`config.mk`:
```
export PLATFORM = sky130hd
export DESIGN_NAME = port_function_mux
export DESIGN_NICKNAME = d
export VERILOG_FILES = /design/src/design/port_mux_pkg.sv /design/src/design/port_function_mux.sv /design/src/design/port_function_unit.sv
export SDC_FILE = /design/constraint.sdc
export NUM_CORES = 2
export LEC_CHECK = 0
export BUFFER_PORTS_ARGS = -buffer_cell sky130_fd_sc_hd__buf_4
export CAP_MARGIN = 10
export CELL_PAD_IN_SITES_DETAIL_PLACEMENT = 1
export CELL_PAD_IN_SITES_GLOBAL_PLACEMENT = 1
export CORE_MARGIN = 1.5
export CORE_UTILIZATION = 34
export DETAILED_ROUTE_END_ITERATION = 8
export PLACE_DENSITY_LB_ADDON = 0.1
export SKIP_CTS_REPAIR_TIMING = 1
export SYNTH_ARGS = -nofsm -noshare
export SYNTH_HDL_FRONTEND = slang
export SYNTH_SLANG_ARGS = --single-unit
```
`constraint.sdc`:
```
create_clock -name clock_in -period 2.8 [get_ports clock_in]
set_input_delay 0.56 -clock clock_in [delete_from_list [all_inputs] [get_ports clock_in]]
set_output_delay 0.56 -clock clock_in [all_outputs]
set_load 0.02 [all_outputs]
```
`src/design/port_mux_pkg.sv`:
```
// Constants, register map and carrier types of the port function selector.
// Assumes a single 40 MHz clock domain and an AXI4-Lite register bus.
package port_mux_pkg;
   localparam int NUM_PORTS = 20;
   localparam int DAC_W = 12;
   localparam int ADDR_W = 9;
   // Port function codes
   localparam logic [3:0] FN_HIZ = 4'h0;
   localparam logic [3:0] FN_IN = 4'h1;
   localparam logic [3:0] FN_XLAT = 4'h2;
   localparam logic [3:0] FN_OUT = 4'h3;
   localparam logic [3:0] FN_FWD = 4'h4;
   localparam logic [3:0] FN_DAC = 4'h5;
   localparam logic [3:0] FN_MON = 4'h6;
   // Field positions inside a port configuration word
   localparam int CFG_FN_LSB = 12;
   localparam int CFG_INV_BIT = 11;
   localparam int CFG_SRC_LSB = 0;
   // Byte addresses; per-port banks hold one word per port
   localparam logic [ADDR_W-1:0] CFG_BASE = 9'h000;
   localparam logic [ADDR_W-1:0] DAC_BASE = 9'h050;
   localparam logic [ADDR_W-1:0] ADC_BASE = 9'h0A0;
   localparam logic [ADDR_W-1:0] IN_LVL_ADDR = 9'h0F0;
   localparam logic [ADDR_W-1:0] OUT_LVL_ADDR = 9'h0F4;
   localparam logic [ADDR_W-1:0] EV_MASK_ADDR = 9'h0F8;
   localparam logic [ADDR_W-1:0] EV_MODE_ADDR = 9'h0FC;
   localparam logic [ADDR_W-1:0] EV_STAT_ADDR = 9'h100;
   localparam logic [ADDR_W-1:0] IRQ_MASK_ADDR = 9'h104;
   localparam logic [ADDR_W-1:0] BANK_BYTES = 9'h050;
   // Reset values and bus response codes
   localparam logic [NUM_PORTS-1:0] EV_MASK_RST = 20'hFFFFF;
   localparam logic [NUM_PORTS-1:0] VEC_RST = 20'h00000;
   localparam logic [DAC_W-1:0] DAC_RST = 12'h000;
   localparam logic [1:0] RESP_OKAY = 2'h0;
   localparam logic [1:0] RESP_SLVERR = 2'h2;

   typedef struct packed {
      logic [3:0] fn;
      logic invert_source;
      logic [4:0] src;
   } port_cfg_t;

   typedef struct packed {
      logic pin_out;
      logic pin_oe_b;
      logic pull_partner;
      logic dac_en;
      logic adc_mon;
      logic thresh_en;
   } port_drive_t;

   typedef struct packed {
      logic valid;
      logic [4:0] port;
      logic [DAC_W-1:0] data;
   } adc_sample_t;

   typedef enum logic [2:0] {
      XL_IDLE = 3'h0,
      XL_OWN_PULL = 3'h1,
      XL_OWN_REL = 3'h2,
      XL_PART_PULL = 3'h3,
      XL_PART_REL = 3'h4
   } xlat_state_t;

   localparam port_drive_t DRIVE_RST = '{1'b0, 1'b1, 1'b0, 1'b0, 1'b0,
                                          1'b0};
endpackage

```
`src/design/port_function_mux.sv`:
```
// Twenty-port function selector with AXI4-Lite registers and interrupt.
// Assumes pin levels arrive asynchronously from the port comparators and
// converter samples arrive on clock_in from the converter sequencer.
`timescale 1ns/1ps
`default_nettype none
// Summary of operation
// RULE1: Each of 20 ports keeps a 4-bit function code in config bits 15:12.
// RULE2: Software should pass through high impedance between function modes.
// RULE3: Code 0000 leaves the port undriven with all digital paths off.
// RULE4: Code 0001 is a threshold input; above converter threshold reads one.
// RULE5: Input setup: mask, write threshold, wait 1ms, set mode, unmask.
// RULE6: Each input comparison result reads back in the input level bits.
// RULE7: Code 0010 on lower port pairs it with the next port; that one hi-z.
// RULE8: Software never programs the translator code on port 19.
// RULE9: Translator activity shows on input path; input bits set up alike.
// RULE10: Code 0011 drives the port from its output level bit.
// RULE11: Software writes output level data and waits 1ms before code 0011.
// RULE12: Code 0100 drives the port with a named source input port's data.
// RULE13: Forwarded data is inverted when the invert bit is set.
// RULE14: Several forwarding ports may share one source and all receive it.
// RULE15: Analog output span codes are limited to 001, 010 or 011; the code has no span field.
// RULE16: Monitor mode stores each converter sample in the port's data reg.
// RULE17: Code 0101 selects plain analog output following the port's data.
// RULE18: Code 0110 selects analog output with converter monitoring.
// RULE19: Codes decode per port except pairing and source relations.
module port_function_mux (
   input wire logic clock_in,
   input wire logic rst_b_in,
   input wire logic [port_mux_pkg::ADDR_W-1:0] s_axi_awaddr_in,
   input wire logic s_axi_awvalid_in,
   output logic s_axi_awready_out,
   input wire logic [31:0] s_axi_wdata_in,
   input wire logic [3:0] s_axi_wstrb_in,
   input wire logic s_axi_wvalid_in,
   output logic s_axi_wready_out,
   output logic [1:0] s_axi_bresp_out,
   output logic s_axi_bvalid_out,
   input wire logic s_axi_bready_in,
   input wire logic [port_mux_pkg::ADDR_W-1:0] s_axi_araddr_in,
   input wire logic s_axi_arvalid_in,
   output logic s_axi_arready_out,
   output logic [31:0] s_axi_rdata_out,
   output logic [1:0] s_axi_rresp_out,
   output logic s_axi_rvalid_out,
   input wire logic s_axi_rready_in,
   input wire logic [port_mux_pkg::NUM_PORTS-1:0] pin_level_in,
   output logic [port_mux_pkg::NUM_PORTS-1:0] pin_out,
   output logic [port_mux_pkg::NUM_PORTS-1:0] pin_oe_b_out,
   output logic [port_mux_pkg::NUM_PORTS-1:0] dac_en_out,
   output logic [port_mux_pkg::NUM_PORTS-1:0] adc_mon_out,
   output logic [port_mux_pkg::NUM_PORTS-1:0][port_mux_pkg::DAC_W-1:0]
      dac_code_out,
   input wire port_mux_pkg::adc_sample_t adc_sample_in,
   output logic irq_out
);
   import port_mux_pkg::*;

   typedef logic [NUM_PORTS-1:0] vec_t;
   typedef logic [NUM_PORTS-1:0][DAC_W-1:0] bank_t;

   // Index of a word inside a 20-word bank, or NUM_PORTS when outside
   function automatic logic [4:0] bank_idx(
      input logic [ADDR_W-1:0] addr,
      input logic [ADDR_W-1:0] base);
      logic [ADDR_W-1:0] off;
      off = addr - base;
      if (addr >= base && off < BANK_BYTES && addr[1:0] == 2'h0) begin
         bank_idx = off[6:2];
      end else begin
         bank_idx = 5'(NUM_PORTS);
      end
   endfunction

   function automatic logic [31:0] merge(
      input logic [31:0] old,
      input logic [31:0] data,
      input logic [3:0] strb);
      merge = old;
      for (int b = 0; b < 4; b++) begin
         if (strb[b]) begin
            merge[b*8 +: 8] = data[b*8 +: 8];
         end
      end
   endfunction

   function automatic logic [31:0] cfg_word(input port_cfg_t c);
      cfg_word = 32'h0;
      cfg_word[CFG_FN_LSB +: 4] = c.fn;
      cfg_word[CFG_INV_BIT] = c.invert_source;
      cfg_word[CFG_SRC_LSB +: 5] = c.src;
   endfunction

   // RULE1 per-port function codes
   port_cfg_t [NUM_PORTS-1:0] cfg_q, cfg_d;
   bank_t dac_q, dac_d, adc_q, adc_d;
   vec_t out_lvl_q, out_lvl_d, ev_mask_q, ev_mask_d;
   vec_t ev_mode_q, ev_mode_d, ev_stat_q, ev_stat_d;
   vec_t irq_mask_q, irq_mask_d;
   vec_t meta_q, sync_q, lvl_prev_q;
   logic irq_q, irq_d;
   logic bvalid_q, bvalid_d, rvalid_q, rvalid_d;
   logic [1:0] bresp_q, bresp_d, rresp_q, rresp_d;
   logic [31:0] rdata_q, rdata_d;
   logic wr_go, rd_go;
   vec_t in_lvl, thresh, ev_hit, src_lvl;
   port_drive_t [NUM_PORTS-1:0] drv;

   // Comparator results come from the analog side, so resynchronise
   always_ff @(posedge clock_in or negedge rst_b_in) begin
      if (!rst_b_in) begin
         meta_q <= VEC_RST;
         sync_q <= VEC_RST;
      end else begin
         meta_q <= pin_level_in;
         sync_q <= meta_q;
      end
   end

   // RULE6 input level read-back
   assign in_lvl = sync_q & thresh;

   // RULE14 shared source fan-out
   always_comb begin
      for (int i = 0; i < NUM_PORTS; i++) begin
         src_lvl[i] = 1'b0;
         if (cfg_q[i].src < 5'(NUM_PORTS)) begin
            src_lvl[i] = in_lvl[cfg_q[i].src];
         end
      end
   end

   for (genvar i = 0; i < NUM_PORTS; i++) begin : g_port
      logic partner_lvl;
      logic pulled;
      if (i < NUM_PORTS - 1) begin : g_pair
         assign partner_lvl = sync_q[i+1];
      end else begin : g_last
         assign partner_lvl = 1'b1;
      end
      if (i > 0) begin : g_low
         assign pulled = drv[i-1].pull_partner;
      end else begin : g_first
         assign pulled = 1'b0;
      end
      port_function_unit u_unit (
         .clock_in(clock_in),
         .rst_b_in(rst_b_in),
         .cfg_in(cfg_q[i]),
         .partner_ok_in(1'(i < NUM_PORTS - 1)),
         .own_level_in(sync_q[i]),
         .partner_level_in(partner_lvl),
         .src_level_in(src_lvl[i]),
         .out_bit_in(out_lvl_q[i]),
         .drive_out(drv[i])
      );
      assign thresh[i] = drv[i].thresh_en;
      // RULE7 upper port pulled low
      assign pin_oe_b_out[i] = drv[i].pin_oe_b & !pulled;
      assign pin_out[i] = drv[i].pin_out;
      assign dac_en_out[i] = drv[i].dac_en;
      assign adc_mon_out[i] = drv[i].adc_mon;
   end

   // Event on rising edge, or falling edge when the mode bit is set
   always_comb begin
      ev_hit = (ev_mode_q & lvl_prev_q & ~in_lvl) |
               (~ev_mode_q & ~lvl_prev_q & in_lvl);
      ev_hit = ev_hit & ~ev_mask_q;
   end

   // A write is taken only with both halves present and a read with its
   // address, neither with an answer pending, so one of each is outstanding at a time.
   assign wr_go = s_axi_awvalid_in && s_axi_wvalid_in && !bvalid_q;
   assign rd_go = s_axi_arvalid_in && !rvalid_q;

   always_comb begin
      logic [4:0] ci;
      logic [4:0] di;
      logic [4:0] ri;
      logic [31:0] w;
      logic hit;
      ci = bank_idx(s_axi_awaddr_in, CFG_BASE);
      di = bank_idx(s_axi_awaddr_in, DAC_BASE);
      ri = bank_idx(s_axi_araddr_in, 9'h000);
      w = 32'h0;
      hit = 1'b0;
      cfg_d = cfg_q;
      dac_d = dac_q;
      adc_d = adc_q;
      out_lvl_d = out_lvl_q;
      ev_mask_d = ev_mask_q;
      ev_mode_d = ev_mode_q;
      ev_stat_d = ev_stat_q;
      irq_mask_d = irq_mask_q;
      bvalid_d = bvalid_q && !s_axi_bready_in;
      bresp_d = bresp_q;
      rvalid_d = rvalid_q && !s_axi_rready_in;
      rresp_d = rresp_q;
      rdata_d = rdata_q;
      if (wr_go) begin
         hit = 1'b1;
         if (ci < 5'(NUM_PORTS)) begin
            w = merge(cfg_word(cfg_q[ci]), s_axi_wdata_in, s_axi_wstrb_in);
            cfg_d[ci].fn = w[CFG_FN_LSB +: 4];
            cfg_d[ci].invert_source = w[CFG_INV_BIT];
            cfg_d[ci].src = w[CFG_SRC_LSB +: 5];
         end else if (di < 5'(NUM_PORTS)) begin
            w = merge({20'h0, dac_q[di]}, s_axi_wdata_in, s_axi_wstrb_in);
            dac_d[di] = w[DAC_W-1:0];
         end else begin
            case (s_axi_awaddr_in)
               OUT_LVL_ADDR: begin
                  w = merge({12'h0, out_lvl_q}, s_axi_wdata_in,
                            s_axi_wstrb_in);
                  out_lvl_d = w[NUM_PORTS-1:0];
               end
               EV_MASK_ADDR: begin
                  w = merge({12'h0, ev_mask_q}, s_axi_wdata_in,
                            s_axi_wstrb_in);
                  ev_mask_d = w[NUM_PORTS-1:0];
               end
               EV_MODE_ADDR: begin
                  w = merge({12'h0, ev_mode_q}, s_axi_wdata_in,
                            s_axi_wstrb_in);
                  ev_mode_d = w[NUM_PORTS-1:0];
               end
               EV_STAT_ADDR: begin
                  w = merge(32'h0, s_axi_wdata_in, s_axi_wstrb_in);
                  ev_stat_d = ev_stat_q & ~w[NUM_PORTS-1:0];
               end
               IRQ_MASK_ADDR: begin
                  w = merge({12'h0, irq_mask_q}, s_axi_wdata_in,
                            s_axi_wstrb_in);
                  irq_mask_d = w[NUM_PORTS-1:0];
               end
               IN_LVL_ADDR: hit = 1'b1;
               default: hit = 1'b0;
            endcase
         end
         bvalid_d = 1'b1;
         bresp_d = hit ? RESP_OKAY : RESP_SLVERR;
      end
      // New events win over a clear in the same cycle
      ev_stat_d = ev_stat_d | ev_hit;
      // RULE16 store monitor samples
      if (adc_sample_in.valid && adc_sample_in.port < 5'(NUM_PORTS)) begin
         if (drv[adc_sample_in.port].adc_mon) begin
            adc_d[adc_sample_in.port] = adc_sample_in.data;
         end
      end
      if (rd_go) begin
         rvalid_d = 1'b1;
         rresp_d = RESP_OKAY;
         rdata_d = 32'h0;
         ri = bank_idx(s_axi_araddr_in, CFG_BASE);
         if (ri < 5'(NUM_PORTS)) begin
            rdata_d = cfg_word(cfg_q[ri]);
         end else if (bank_idx(s_axi_araddr_in, DAC_BASE) < 5'(NUM_PORTS))
         begin
            rdata_d[DAC_W-1:0] = dac_q[bank_idx(s_axi_araddr_in, DAC_BASE)];
         end else if (bank_idx(s_axi_araddr_in, ADC_BASE) < 5'(NUM_PORTS))
         begin
            rdata_d[DAC_W-1:0] = adc_q[bank_idx(s_axi_araddr_in, ADC_BASE)];
         end else begin
            case (s_axi_araddr_in)
               IN_LVL_ADDR: rdata_d[NUM_PORTS-1:0] = in_lvl;
               OUT_LVL_ADDR: rdata_d[NUM_PORTS-1:0] = out_lvl_q;
               EV_MASK_ADDR: rdata_d[NUM_PORTS-1:0] = ev_mask_q;
               EV_MODE_ADDR: rdata_d[NUM_PORTS-1:0] = ev_mode_q;
               EV_STAT_ADDR: rdata_d[NUM_PORTS-1:0] = ev_stat_q;
               IRQ_MASK_ADDR: rdata_d[NUM_PORTS-1:0] = irq_mask_q;
               default: rresp_d = RESP_SLVERR;
            endcase
         end
      end
      irq_d = |(ev_stat_q & irq_mask_q);
   end

   always_ff @(posedge clock_in or negedge rst_b_in) begin
      if (!rst_b_in) begin
         cfg_q <= '0;
         dac_q <= '0;
         adc_q <= '0;
         out_lvl_q <= VEC_RST;
         ev_mask_q <= EV_MASK_RST;
         ev_mode_q <= VEC_RST;
         ev_stat_q <= VEC_RST;
         irq_mask_q <= VEC_RST;
         lvl_prev_q <= VEC_RST;
         irq_q <= 1'b0;
         bvalid_q <= 1'b0;
         bresp_q <= RESP_OKAY;
         rvalid_q <= 1'b0;
         rresp_q <= RESP_OKAY;
         rdata_q <= 32'h0;
      end else begin
         cfg_q <= cfg_d;
         dac_q <= dac_d;
         adc_q <= adc_d;
         out_lvl_q <= out_lvl_d;
         ev_mask_q <= ev_mask_d;
         ev_mode_q <= ev_mode_d;
         ev_stat_q <= ev_stat_d;
         irq_mask_q <= irq_mask_d;
         lvl_prev_q <= in_lvl;
         irq_q <= irq_d;
         bvalid_q <= bvalid_d;
         bresp_q <= bresp_d;
         rvalid_q <= rvalid_d;
         rresp_q <= rresp_d;
         rdata_q <= rdata_d;
      end
   end

   assign s_axi_awready_out = wr_go;
   assign s_axi_wready_out = wr_go;
   assign s_axi_bvalid_out = bvalid_q;
   assign s_axi_bresp_out = bresp_q;
   assign s_axi_arready_out = rd_go;
   assign s_axi_rvalid_out = rvalid_q;
   assign s_axi_rresp_out = rresp_q;
   assign s_axi_rdata_out = rdata_q;
   // Analog codes are held in flops and follow the register directly
   assign dac_code_out = dac_q;
   assign irq_out = irq_q;
endmodule
`default_nettype wire

```
`src/design/port_function_unit.sv`:
```
// One port's function decoder and pair translator direction control.
// Assumes level inputs are already synchronised to clock_in.
`timescale 1ns/1ps
`default_nettype none
module port_function_unit (
   input wire logic clock_in,
   input wire logic rst_b_in,
   input wire port_mux_pkg::port_cfg_t cfg_in,
   input wire logic partner_ok_in,
   input wire logic own_level_in,
   input wire logic partner_level_in,
   input wire logic src_level_in,
   input wire logic out_bit_in,
   output port_mux_pkg::port_drive_t drive_out
);
   import port_mux_pkg::*;

   xlat_state_t xl_q, xl_d;
   port_drive_t drv_q, drv_d;
   logic xlat;

   // RULE7 pair translator enable
   assign xlat = (cfg_in.fn == FN_XLAT) && partner_ok_in;

   // The pulled side reads low too, so a release state waits for it to
   // rise before either side may pull again; this prevents a latch-up.
   always_comb begin
      xl_d = xl_q;
      case (xl_q)
         XL_IDLE: begin
            if (xlat && !partner_level_in) begin
               xl_d = XL_OWN_PULL;
            end else if (xlat && !own_level_in) begin
               xl_d = XL_PART_PULL;
            end
         end
         XL_OWN_PULL: begin
            if (!xlat || partner_level_in) begin
               xl_d = XL_OWN_REL;
            end
         end
         XL_OWN_REL: begin
            if (!xlat || own_level_in) begin
               xl_d = XL_IDLE;
            end
         end
         XL_PART_PULL: begin
            if (!xlat || own_level_in) begin
               xl_d = XL_PART_REL;
            end
         end
         XL_PART_REL: begin
            if (!xlat || partner_level_in) begin
               xl_d = XL_IDLE;
            end
         end
         default: xl_d = XL_IDLE;
      endcase
   end

   // RULE19 per-port decode
   always_comb begin
      drv_d = DRIVE_RST;
      case (cfg_in.fn)
         // RULE3 high impedance
         FN_HIZ: drv_d = DRIVE_RST;
         // RULE4 threshold input
         FN_IN: begin
            drv_d.thresh_en = 1'b1;
            drv_d.dac_en = 1'b1;
         end
         // RULE9 translator via input path
         FN_XLAT: begin
            drv_d.thresh_en = 1'b1;
            drv_d.dac_en = 1'b1;
            drv_d.pin_oe_b = !(xl_d == XL_OWN_PULL);
            drv_d.pull_partner = (xl_d == XL_PART_PULL);
         end
         // RULE10 register-driven output
         FN_OUT: begin
            drv_d.dac_en = 1'b1;
            drv_d.pin_oe_b = 1'b0;
            drv_d.pin_out = out_bit_in;
         end
         // RULE12 forwarded source data
         FN_FWD: begin
            drv_d.dac_en = 1'b1;
            drv_d.pin_oe_b = 1'b0;
            // RULE13 optional inversion
            drv_d.pin_out = src_level_in ^ cfg_in.invert_source;
         end
         // RULE17 plain analog output
         FN_DAC: drv_d.dac_en = 1'b1;
         // RULE18 analog output with monitor
         FN_MON: begin
            drv_d.dac_en = 1'b1;
            drv_d.adc_mon = 1'b1;
         end
         default: drv_d = DRIVE_RST;
      endcase
   end

   always_ff @(posedge clock_in or negedge rst_b_in) begin
      if (!rst_b_in) begin
         xl_q <= XL_IDLE;
         drv_q <= DRIVE_RST;
      end else begin
         xl_q <= xl_d;
         drv_q <= drv_d;
      end
   end

   assign drive_out = drv_q;
endmodule
`default_nettype wire

```
==> impl_metrics.yaml <==
status:
  status: "finished, violations left"
  violations: "setup timing"
route:
  drt_iter0_markers: 4835
  ant_nets: 0
  drc_errors: 0
  vias_per_cell: 5.91
  wl_per_cell_um: 32.8
  drt_first_pass_iters: 6
  via_count: 53000
  finalWirelength_um: 294000
timing:
  finalCritPeriodShare: 1.11
  rsz0062_at_grt: "yes"
  slew_headroom: 0.431
  period_needed_ns: 3.12
  setup_violations: 275
  worst_pin_slew_ns: 0.853
  fmax_ghz: 0.321
  finalClockSkew_ns: 0.0488
  setup_slack_ns: -0.316
  timing_hold_violations_final: 0
  drv_slew: 0
worst_setup_path:
  critical_path_required_ns: 3.49
  cp-start-kind: "flip-flop"
  r2r_start: "g_port[15].u_unit.drive_out[1]"
  worstReg2RegEnd: "adc_q[60]"
  r2r_slack_ns: -0.32
  rr_worst_depth: 10
  crit_type: "flip-flop to flip-flop"
  arrival_ns: 3.81
  endpoint_kind: "flip-flop"
  path_max_fanout: 6
floorplan:
  num_rows: 148
  fp.dieH_um: 407
  ios: 461
  core_um2: 162000
  fp.dieW_um: 407
  start_util: 0.342
  die_area_um2: 166000
min_path:
  min_path_cells: 2
  hold_path.class: "input port to flip-flop"
  hold_end: "ev_mask_q[18]"
  hp-start: "s_axi_wdata_in[18]"
logic_synthesis:
  yosysWarnings: 0
  ys_types: 94
  syn_avg_cell_area_um2: 9.96
  synthArstFlopShare: 1.00
  synth_edf_count: 0
  synth_area_leaders: "dfrtp_1, mux2_2, mux4_2, nand2_1, o21ai_0"
  ys_ff_latch: 1041
  syn_inst: 5574
  syn_area_um2: 55500
  ys.flop_type: "dfrtp_1"
  synth-seq-area-share: 0.470
  synth_top_area_share: 0.451
  yosysTopAreaCell: "dfrtp_1"
global_route:
  grt_overflow_total: 0
  track_usage: 0.343
  grt_pass1_vias: 53100
  grt_max_degree: 85
  grt_pass1_wl_um: 407000
  antenna_found_initial: 9
cells_and_area:
  syn_to_final_growth_pct: 36.9
  nets: 6776
  fin_util: 0.468
  final_cell_count_no_fill: 8954
  layout-drive-gt1-share: 0.382
power:
  p_leak_nw: 34.1
  powerDensity_nw_per_um2: 471
  power_frac_clock: 0.476
  p_comb_frac: 0.094
  p_seq_frac: 0.430
  ir_drop_mv: 0.531
  internal_power_w: 0.0262
  p_sw_w: 0.00956
  switching_share: 0.267
clock_tree:
  numCtsBuffers: 121
  clk_latency_ns: 0.82
  cts-root-buf: "clkbuf_16"
  clk_pin_slew_ns: 0.06
  cts_tree: "yes"
  clock_path_buffers: 3
  clock_sinks: 1041
  cts_max_level: 3
flow_run:
  maxCapViolCount: 0
placement:
  dpl.hpwl_um: 223000
  dp.cells: 8642
  io_buffers: 433
  place_congestion: 1.01
==> critical path, stage by stage, from the launching register on <==
cell and delay, ns:
dfrtp_1 0.38, mux4_2 0.66, mux4_2 0.73, a22o_4 0.32
nand2_4 0.07, nor2_4 0.05, nand2_4 0.13, buf_6 0.13
nor2_4 0.06, clkbuf_16 0.21, mux2_2 0.27
==> area by class of cell <==
class / count / area, um^2
fill: 17800 / 86400
multi-input combinational: 3907 / 28700
sequential: 1041 / 26100
timing repair buffer: 1551 / 14000
clock buffer: 163 / 3420
tap: 2175 / 2720
clock inverter: 65 / 848
inverter: 46 / 190
antenna: 6 / 15.0
==> worst max-delay path by stage <==
stage,startpoint,to,slack [ns],cells after the start
global route,g_port[15].u_unit.drive_out[1],adc_q[185],-0.33,7
floorplan,s_axi_awaddr_in[4],dac_code_out[2],-0.29,15
detailed placement,s_axi_araddr_in[5],s_axi_rdata_out[11],-1.17,13
finish,g_port[15].u_unit.drive_out[1],adc_q[60],-0.32,10
CTS,sync_q[0],g_port[4].u_unit.drive_out[5],-0.41,9
global placement,s_axi_araddr_in[5],s_axi_rdata_out[11],-1.13,13
==> synth_stat cells (all sizes together), types with 101 or more instances <==
master and count:
nand2 821, a21oi 171, nor3 169, mux4 140, nor2 261, dfrtp 1001
mux2i 126, o21ai 667, o22ai 101, clkbuf 390, buf 204, mux2 391
==> metrics by stage <==
stage	cell area, um^2	setup WS, ns	total power (W)	hold slack, ns	TNS [ns]
detailed placement	69500	-1.17	0.0188	0.336	-531.59
CTS	73800	-0.413	0.0358	-0.315	-61.70
global route	76000	-0.329	0.0367	0.0317	-63.16
global placement	69500	-1.13	0.0187	0.334	-514.17
finish	76000	-0.316	0.0358	0.0388	-57.30
floorplan	56900	-0.289	0.0167	0.264	-62.39
==> sequential cells by signal (all words and copies together) (netlist names), 57 cells and up <==
name and cells:
g_port.u_unit.drive_out 119, dac_code_out 240, adc_q 240, cfg_q 200
g_port.u_unit.xl_q 57
==> layer usage <==
metal	vias to the layer above	GRT usage	wire length [um]
li1	22500	-	-
met1	27700	0.446	121000
met2	2175	0.557	137000
met3	605	0.0470	18300
met4	6	0.178	17600
met5	-	0	43
==> power by group through the flow <==
stage / registers (W) / logic, W / clock network, W
final: 0.0154 / 0.00338 / 0.0170
after global routing: 0.0154 / 0.00351 / 0.0179
after CTS: 0.0154 / 0.00314 / 0.0173
after detailed placement: 0.0156 / 0.00313 / 0
after global placement: 0.0156 / 0.00310 / 0
after floorplan: 0.0156 / 0.00108 / 0
==> cell usage in the layout (no fill, tap or decap), types with 27 or more instances in the layout <==
cell	n
a21oi_1	155
a221oi_1	46
a222oi_1	34
a22o_1	29
a22oi_1	50
and2_1	30
and3_1	43
buf_12	147
buf_4	1337
clkbuf_16	143
clkinv_2	27
dfrtp_1	1000
dfstp_2	40
inv_1	39
mux2_2	273
mux2_4	118
mux2i_1	121
mux4_2	140
nand2_1	796
nand2b_1	52
nand3_1	70
nand3b_1	34
nor2_1	231
nor2b_1	60
nor3_1	157
o211ai_1	29
o21ai_0	392
o21ai_1	247
o221ai_1	45
o22ai_1	89
or3_1	44
xnor2_1	36
==> kinds of logic after synthesis <==
logic type               share of synthesized area
flip-flops                                   0.470
AND/OR/NAND/NOR                              0.142
AO/OA/AOI/OAI                                0.168
adder cells (fa/ha/maj)                    0.00203
multiplexers                                 0.159
buffers and inverters                       0.0514
XOR/XNOR                                   0.00726
other                                    0.0000676
No activity file was read; power rests on OpenSTA's default activity.
